**src/rtl/sdci_pkg.sv**
```systemverilog
package sdci_pkg;

  // ---------------------------------------------------------------
  // Command requests
  // ---------------------------------------------------------------
  typedef enum logic [3:0] {
    SDCI_CMD_NONE  = 4'h0,
    SDCI_CMD_NOP   = 4'h1,
    SDCI_CMD_ACT   = 4'h2,
    SDCI_CMD_READ  = 4'h3,
    SDCI_CMD_WRITE = 4'h4,
    SDCI_CMD_BTERM = 4'h5,
    SDCI_CMD_PRE   = 4'h6,
    SDCI_CMD_REF   = 4'h7,
    SDCI_CMD_LMODE = 4'h8
  } sdci_cmd_t;

  // Port sizes
  localparam logic [1:0] SDCI_PS_32 = 2'h0;
  localparam logic [1:0] SDCI_PS_16 = 2'h1;
  localparam logic [1:0] SDCI_PS_8  = 2'h2;

  // ---------------------------------------------------------------
  // Strobe codes {cs, row, col, we}
  // ---------------------------------------------------------------
  localparam logic [3:0] SDCI_CODE_INH   = 4'hF;
  localparam logic [3:0] SDCI_CODE_NOP   = 4'h7;
  localparam logic [3:0] SDCI_CODE_ACT   = 4'h3;
  localparam logic [3:0] SDCI_CODE_READ  = 4'h5;
  localparam logic [3:0] SDCI_CODE_WRITE = 4'h4;
  localparam logic [3:0] SDCI_CODE_BTERM = 4'h6;
  localparam logic [3:0] SDCI_CODE_PRE   = 4'h2;
  localparam logic [3:0] SDCI_CODE_REF   = 4'h1;
  localparam logic [3:0] SDCI_CODE_LMODE = 4'h0;

  // ---------------------------------------------------------------
  // Address bit positions of the internal address
  // ---------------------------------------------------------------
  localparam int SDCI_COL32_LSB  = 2;
  localparam int SDCI_COL16_LSB  = 1;
  localparam int SDCI_COL_W      = 10;
  localparam int SDCI_BA16M_32   = 21;
  localparam int SDCI_BA64M_32   = 22;
  localparam int SDCI_A11_32     = 13;
  localparam int SDCI_BA16M_16   = 20;
  localparam int SDCI_BA64M_16   = 21;
  localparam int SDCI_A11_16     = 12;
  localparam int SDCI_AP_PS32    = 20;
  localparam int SDCI_AP_PS16    = 19;
  localparam int SDCI_AP_PS8     = 18;

  // ---------------------------------------------------------------
  // Mode register op-code fields
  // ---------------------------------------------------------------
  localparam logic [2:0] SDCI_MR_WBM   = 3'h1;
  localparam logic [1:0] SDCI_MR_OPM   = 2'h0;
  localparam logic       SDCI_MR_BT    = 1'b0;
  localparam logic [2:0] SDCI_MR_BL    = 3'h7;

endpackage : sdci_pkg

```
**src/rtl/sdci_cmd_pins.sv**
```systemverilog
`timescale 1ns/1ns
// Operation
// - Commands valid only with chip select low; SDRAM samples on rising clock.
// - Chip select, row, column, write strobes and A10/AP line drive SDRAM.
// - x32: A2..A11 to SDRAM A0..A9; upper masks BE3/BE2, lower BE1/BE0.
// - x32 bank: A21 for 16M; A22/A23 for 64M banks, A13 as A11.
// - x16: A1..A10 to SDRAM A0..A9; BE3/BE2 masks, BE1/BE0 unused.
// - x16 bank: A20 for 16M; A21/A22 for 64M banks, A12 as A11.
// - ACTIVE drives A10/AP with A20, A19 or A18 by port size.
// - READ and WRITE drive A10/AP low, never auto precharge.
// - PRECHARGE drives A10/AP high, closing all banks.
// - Inhibit, NOP, ACTIVE, READ, WRITE codes on the four strobes.
// - Burst terminate, precharge, refresh, load mode codes; load mode AP low.
// - First access after chip select valid set issues load mode first.
module sdci_cmd_pins
  import sdci_pkg::*;
(
  // Clock and reset
  input  wire logic              clk_sys,
  input  wire logic              rst_n,
  // Configuration
  input  wire logic              cs_valid,
  input  wire logic              array_x16,
  input  wire logic              part_64m,
  input  wire logic [1:0]        port_size,
  input  wire logic [1:0]        cas_latency_field,
  // Command request
  input  wire sdci_pkg::sdci_cmd_t cmd_req,
  input  wire logic [23:0]       addr_in,
  input  wire logic [3:0]        byte_en_n,
  output logic                   mode_load_busy,
  // SDRAM pins
  output logic                   chip_select_out_n,
  output logic                   row_strobe_out_n,
  output logic                   column_strobe_out_n,
  output logic                   write_strobe_out_n,
  output logic                   precharge_flag_out_n,
  output logic [11:0]            sdram_addr_out,
  output logic [1:0]             sdram_bank_out,
  output logic                   byte_lane3_enable_n,
  output logic                   byte_lane2_enable_n,
  output logic                   byte_lane1_enable_n,
  output logic                   byte_lane0_enable_n,
  output logic                   sdram_cke_out
);
  import sdci_pkg::*;

  // ---------------------------------------------------------------
  // Mode load tracking
  // ---------------------------------------------------------------
  logic       valid_seen_reg;
  logic       valid_seen_next;
  logic       need_mode_reg;
  logic       need_mode_next;
  logic       issue_mode;
  logic       mode_pending;

  // Issue the load mode in place of the first real access; the caller
  // sees busy for that cycle and repeats its request afterwards.
  // The cycle that sees the valid bit rise already counts as pending,
  // so a request in that same cycle cannot slip out ahead of it.
  assign mode_pending = cs_valid && (need_mode_reg || !valid_seen_reg);
  assign issue_mode = mode_pending && (cmd_req != SDCI_CMD_NONE);
  assign mode_load_busy = issue_mode;

  always_comb begin
    valid_seen_next = cs_valid;
    // Dropping the valid bit forgets the pending load; raising re-arms
    need_mode_next  = mode_pending && !issue_mode;
  end

  always_ff @(posedge clk_sys or negedge rst_n) begin
    if (!rst_n) begin
      valid_seen_reg <= 1'b0;
      need_mode_reg  <= 1'b0;
    end else begin
      valid_seen_reg <= valid_seen_next;
      need_mode_reg  <= need_mode_next;
    end
  end

  // ---------------------------------------------------------------
  // Command decode
  // ---------------------------------------------------------------
  logic [3:0]  code_next;
  logic        ap_next;
  logic [11:0] addr_next;
  logic [1:0]  bank_next;
  logic [3:0]  mask_next;
  logic        ap_row;
  logic [9:0]  col;
  logic [11:0] mode_op;

  // Latency sum kept 3 bits wide so a field of 3 gives 4, not 0
  assign mode_op = {SDCI_MR_WBM, SDCI_MR_OPM,
                    3'({1'b0, cas_latency_field} + 3'h1),
                    SDCI_MR_BT, SDCI_MR_BL};

  always_comb begin
    case (port_size)
      SDCI_PS_32: ap_row = addr_in[SDCI_AP_PS32];
      SDCI_PS_16: ap_row = addr_in[SDCI_AP_PS16];
      default:    ap_row = addr_in[SDCI_AP_PS8];
    endcase
  end

  always_comb begin
    // Column and bank routing by array width and part size
    if (array_x16) begin
      col = addr_in[SDCI_COL16_LSB +: SDCI_COL_W];
      addr_next = {addr_in[SDCI_A11_16] & part_64m, 1'b0, col};
      bank_next = part_64m ? addr_in[SDCI_BA64M_16 +: 2]
                           : {1'b0, addr_in[SDCI_BA16M_16]};
      mask_next = {byte_en_n[3:2], 2'h3};
    end else begin
      col = addr_in[SDCI_COL32_LSB +: SDCI_COL_W];
      addr_next = {addr_in[SDCI_A11_32] & part_64m, 1'b0, col};
      bank_next = part_64m ? addr_in[SDCI_BA64M_32 +: 2]
                           : {1'b0, addr_in[SDCI_BA16M_32]};
      mask_next = byte_en_n;
    end
    ap_next = 1'b0;
    if (!cs_valid) begin
      code_next = SDCI_CODE_INH;
    end else if (issue_mode) begin
      code_next = SDCI_CODE_LMODE;
      addr_next = mode_op;
      bank_next = 2'h0;
      ap_next   = 1'b0;
    end else begin
      case (cmd_req)
        SDCI_CMD_NOP:   code_next = SDCI_CODE_NOP;
        SDCI_CMD_ACT: begin
          code_next = SDCI_CODE_ACT;
          ap_next   = ap_row;
        end
        SDCI_CMD_READ:  code_next = SDCI_CODE_READ;
        SDCI_CMD_WRITE: code_next = SDCI_CODE_WRITE;
        SDCI_CMD_BTERM: code_next = SDCI_CODE_BTERM;
        SDCI_CMD_PRE: begin
          code_next = SDCI_CODE_PRE;
          ap_next   = 1'b1;
        end
        SDCI_CMD_REF:   code_next = SDCI_CODE_REF;
        SDCI_CMD_LMODE: begin
          code_next = SDCI_CODE_LMODE;
          addr_next = mode_op;
          bank_next = 2'h0;
        end
        default:        code_next = SDCI_CODE_INH;
      endcase
    end
  end

  // ---------------------------------------------------------------
  // Output registers
  // ---------------------------------------------------------------
  logic [3:0]  code_reg;
  logic        ap_reg;
  logic [11:0] addr_reg;
  logic [1:0]  bank_reg;
  logic [3:0]  mask_reg;

  always_ff @(posedge clk_sys or negedge rst_n) begin
    if (!rst_n) begin
      code_reg <= SDCI_CODE_INH;
      ap_reg   <= 1'b0;
      addr_reg <= 12'h000;
      bank_reg <= 2'h0;
      mask_reg <= 4'hF;
    end else begin
      code_reg <= code_next;
      ap_reg   <= ap_next;
      addr_reg <= addr_next;
      bank_reg <= bank_next;
      mask_reg <= mask_next;
    end
  end

  // Strobes launched from flops so the SDRAM sees them stable at its edge
  assign chip_select_out_n    = code_reg[3];
  assign row_strobe_out_n     = code_reg[2];
  assign column_strobe_out_n  = code_reg[1];
  assign write_strobe_out_n   = code_reg[0];
  assign precharge_flag_out_n = ap_reg;
  assign sdram_addr_out       = addr_reg;
  assign sdram_bank_out       = bank_reg;
  assign byte_lane3_enable_n  = mask_reg[3];
  assign byte_lane2_enable_n  = mask_reg[2];
  assign byte_lane1_enable_n  = mask_reg[1];
  assign byte_lane0_enable_n  = mask_reg[0];
  assign sdram_cke_out        = 1'b1;

  logic [3:0] pins_code;
  logic       plain_req;

  assign pins_code = {chip_select_out_n, row_strobe_out_n,
                      column_strobe_out_n, write_strobe_out_n};
  // Requests that go out as themselves, not swapped for a load mode
  assign plain_req = cs_valid && !issue_mode;
endmodule : sdci_cmd_pins

```
**config.mk**
```make
export PLATFORM = sky130hd
export DESIGN_NAME = sdci_cmd_pins
export DESIGN_NICKNAME = d
export VERILOG_FILES = /design/src/rtl/sdci_pkg.sv /design/src/rtl/sdci_cmd_pins.sv
export SDC_FILE = /design/constraint.sdc
export NUM_CORES = 1
export LEC_CHECK = 0
export BUFFER_PORTS_ARGS = -buffer_cell sky130_fd_sc_hd__buf_2
export CAP_MARGIN = 20
export CORE_ASPECT_RATIO = 1.25
export CORE_MARGIN = 2
export CORE_UTILIZATION = 38
export DETAILED_ROUTE_END_ITERATION = 10
export HOLD_SLACK_MARGIN = 0.02
export PLACE_DENSITY = 0.74
export SYNTH_ARGS = -nofsm -noshare
export SYNTH_HDL_FRONTEND = slang
export SYNTH_SLANG_ARGS = --single-unit
```
**constraint.sdc**
```tcl
create_clock -name clk_sys -period 1.28 [get_ports clk_sys]
set_input_delay 0.256 -clock clk_sys [delete_from_list [all_inputs] [get_ports clk_sys]]
set_output_delay 0.256 -clock clk_sys [all_outputs]
set_load 0.05 [all_outputs]
```
==> results.md <==
- Post-layout power: approximately 1.8 mW
- Chip width: roughly 52 µm
- Clock Pin Slew Worst Setup and Hold Paths: 0.13 ns
- Reg-to-Reg Start: need_mode_reg
- Outcome: finished, violations left
- Combinational share of power: 0.333
- Share of cells above drive strength 1: 0.5787
- Cell internal pwr: between 1 and 1.5 mW
- RSZ-0062 raised after global routing: yes
- CTS Sinks: 24
- Starting Density: 0.4052
- CP Max Fanout: 3
- Net switching power: 611.8 µW
- Worst Hold Class: input pin to flop
- Crit path required time: just over 1 ns
- Crit share post-route: 1.152
- Total track usage: 0.1707
- EDFF count, synth: 0
- Synth top area share: 0.3616
- Io pins: 66
- Sequential power share: 0.457
- DR DRC count: 0
- CTS tree: built
- Period minus WS final: between 1 and 1.5 ns
- Port bufs: 58
- Post-synth ARST share: 1.000
- Root buffer cell: clkbuf_4
- Die area: 0.003364 mm²
- Slew Limit Headroom: 0.6591
- Global-route wire length before repair: approximately 4.3 mm
- Maximum vdd ir drop: approximately 600 µV
- Cell Area, Synth: 0.001107 mm²
- Crit Reg-Reg Endpoint: sdram_addr_out[2]
- Worst Path Arrival: roughly 1.2 ns
- F_max: slightly below 700 MHz
- Fin worst setup slack: -0.1951 ns
- Maxcap violations: 0
- Initial drt markers: 8
- Largest net degree at the start of global routing: 25
- Crit Path Category: flop to output port
- Vias in the first global route: 1042
- Area leader, netlist: dfrtp_1
- Post-DP HPWL: about 2.1 mm
- Die extent in y: 64.36 µm
- Hold Crit Start: cas_latency_field[0]
- Crit path capture type: output port
- Leakage Power: between 0.9 and 1 nW
- Vias: between 1000 and 1500
- Clk_lat worst skew: slightly above 0.3 ns
- Top post-synthesis cells by area: dfrtp_1, dfstp_2, mux2i_1, nor2_1, nand2_1
- Nets: 221
- Final slew viol count: 0
- Cell Pwr Density: approximately 1000 mW/mm²
- Fin. Hold Viols: 0
- Startpoint Class: flop
- Num CTS Buffers: 3
- Netlist cell types: 29
- Seq/Total Area, Yosys: 0.5514
- Ant. Diodes: 0
- Core ar.: about 0.0027 mm²
- FP Rows: 21
- Largest register FFs: 11
- Routed len/inst: between 10 and 15 µm
- Grt ovf: 0
- Failing checks: negative setup slack
- Final GP Congestion: a little under 0.8
- CTS H-tree lvls: 1
- R2R setup slack: -0.16 ns
- Antenna viol nets, final: 0
- Most frequent cell after synthesis: dfrtp_1
- Worst-margin pin slew: roughly 0.5 ns
- Main synth FF type: dfrtp_1
- DRT Pass-1 Iters: 6
- Power share of the clock group: 0.210
- P&R area growth vs syn: 59.55%
- R2R cell count: 6
- WHS Endpoint: sdram_addr_out[4]
- Skew final: 0.009662 ns
- Max Buffers Root-to-Sink: 2
- #FFs+latches synth: 24
- Most frequent cells after synthesis: dfrtp_1, mux2i_1, nor2_1
- Yosys warnings: 0
- Initial antenna violation count: 0
- Switching part of the total power: 0.3311
- Mapped Cells: 99
- Hold depth: 2
- Total wire length: roughly 2.7 mm
- Vias per inst: between 4 and 5
- Post-synthesis net count: between 100 and 150
- Final setup violation count: 15
- Core Util, Final: 0.6465
- Mean Syn Cell Area: 11.18 µm²
## kinds of logic after synthesis
family,synth area share
simple gates,0.1582
flops,0.5514
buf+inv,0.03051
fa+ha+maj,0.01130
compound gates,0.09491
other cells,0.006782
mux,0.1469
## routing by layer
metal | routed length [µm] | track usage
met2 | 1588 | 0.3219
met5 | 0 | 0
met3 | 123 | 0.009346
met1 | 947 | 0.1839
met4 | 42 | 0.08333
## what timing repair did
action,4_1_cts,5_1_grt
endpoints found under the setup margin,15,24
resized for setup,24,5
setup buffers,3,1
pin swaps,3,1
hold endpoints to repair,16,2
hold buffers,1,2
gates cloned,1,0
## worst max-delay path, cell delays in order, from the launching register on
cell	delay [ns]
dfrtp_1	0.39
or2b_4	0.27
nand2_4	0.09
nor2_4	0.04
buf_6	0.14
## through the flow
step / setup slack, ns / setup TNS (ns) / cell area [µm²] / hold slack, ns / instances
2_1_floorplan: -0.1707 / -1.211 / 1111 / -0.03959 / 99
3_3_place_gp: -0.2863 / -2.944 / 1534 / 0.2490 / 200
3_5_place_dp: -0.3386 / -3.634 / 1534 / 0.2540 / 200
4_1_cts: -0.2051 / -1.699 / 1720 / 0.02222 / 209
5_1_grt: -0.2555 / -2.867 / 1767 / 0.1151 / 212
6_report: -0.1951 / -1.765 / 1767 / 0.1287 / 212
## cells in the final DEF, fill, tap and decap left out, types with 2 or more instances in the layout
master          n
a211oi_1        2
a21oi_1         5
buf_12          2
buf_2          49
buf_4          16
buf_6           3
buf_8           6
clkbuf_4        3
conb_1          2
dfrtp_1        16
dfstp_2         8
dlygate4sd3_1   3
inv_1           2
mux2_2          2
mux2i_1        14
nand2_1         8
nor2_1         11
nor3_1          2
o21ai_0         3
or2_2           3
## final cells by class
cell class              count  area (µm²)
clock buffers               4       36.28
fillers                   225       965.9
inverters                   2       7.507
multi-input cells          68       483.0
flip-flops and latches     24       610.6
well taps                  34       42.54
repair buffers             80       586.8
## worst max path at each step
stage | start | to | slack [ns] | depth (start not counted)
2_1_floorplan | cmd_req[3] | sdram_addr_out[4] | -0.17 | 3
6_report | need_mode_reg | mode_load_busy | -0.20 | 4
5_1_grt | need_mode_reg | sdram_addr_out[4] | -0.26 | 5
3_3_place_gp | cmd_req[3] | sdram_addr_out[4] | -0.29 | 5
4_1_cts | valid_seen_reg | mode_load_busy | -0.21 | 4
3_5_place_dp | cmd_req[3] | sdram_addr_out[4] | -0.34 | 5
## power by group through the flow
stage                     clock network [mW]  registers, mW  logic [mW]
after floorplan                            0           1.05       0.148
after global placement                     0          0.851       0.531
after detailed placement                   0          0.853       0.541
after CTS                              0.398          0.844       0.603
after global routing                   0.430          0.850       0.653
final                                  0.388          0.845       0.615
Note: power is estimated with default switching activity, not from simulation.
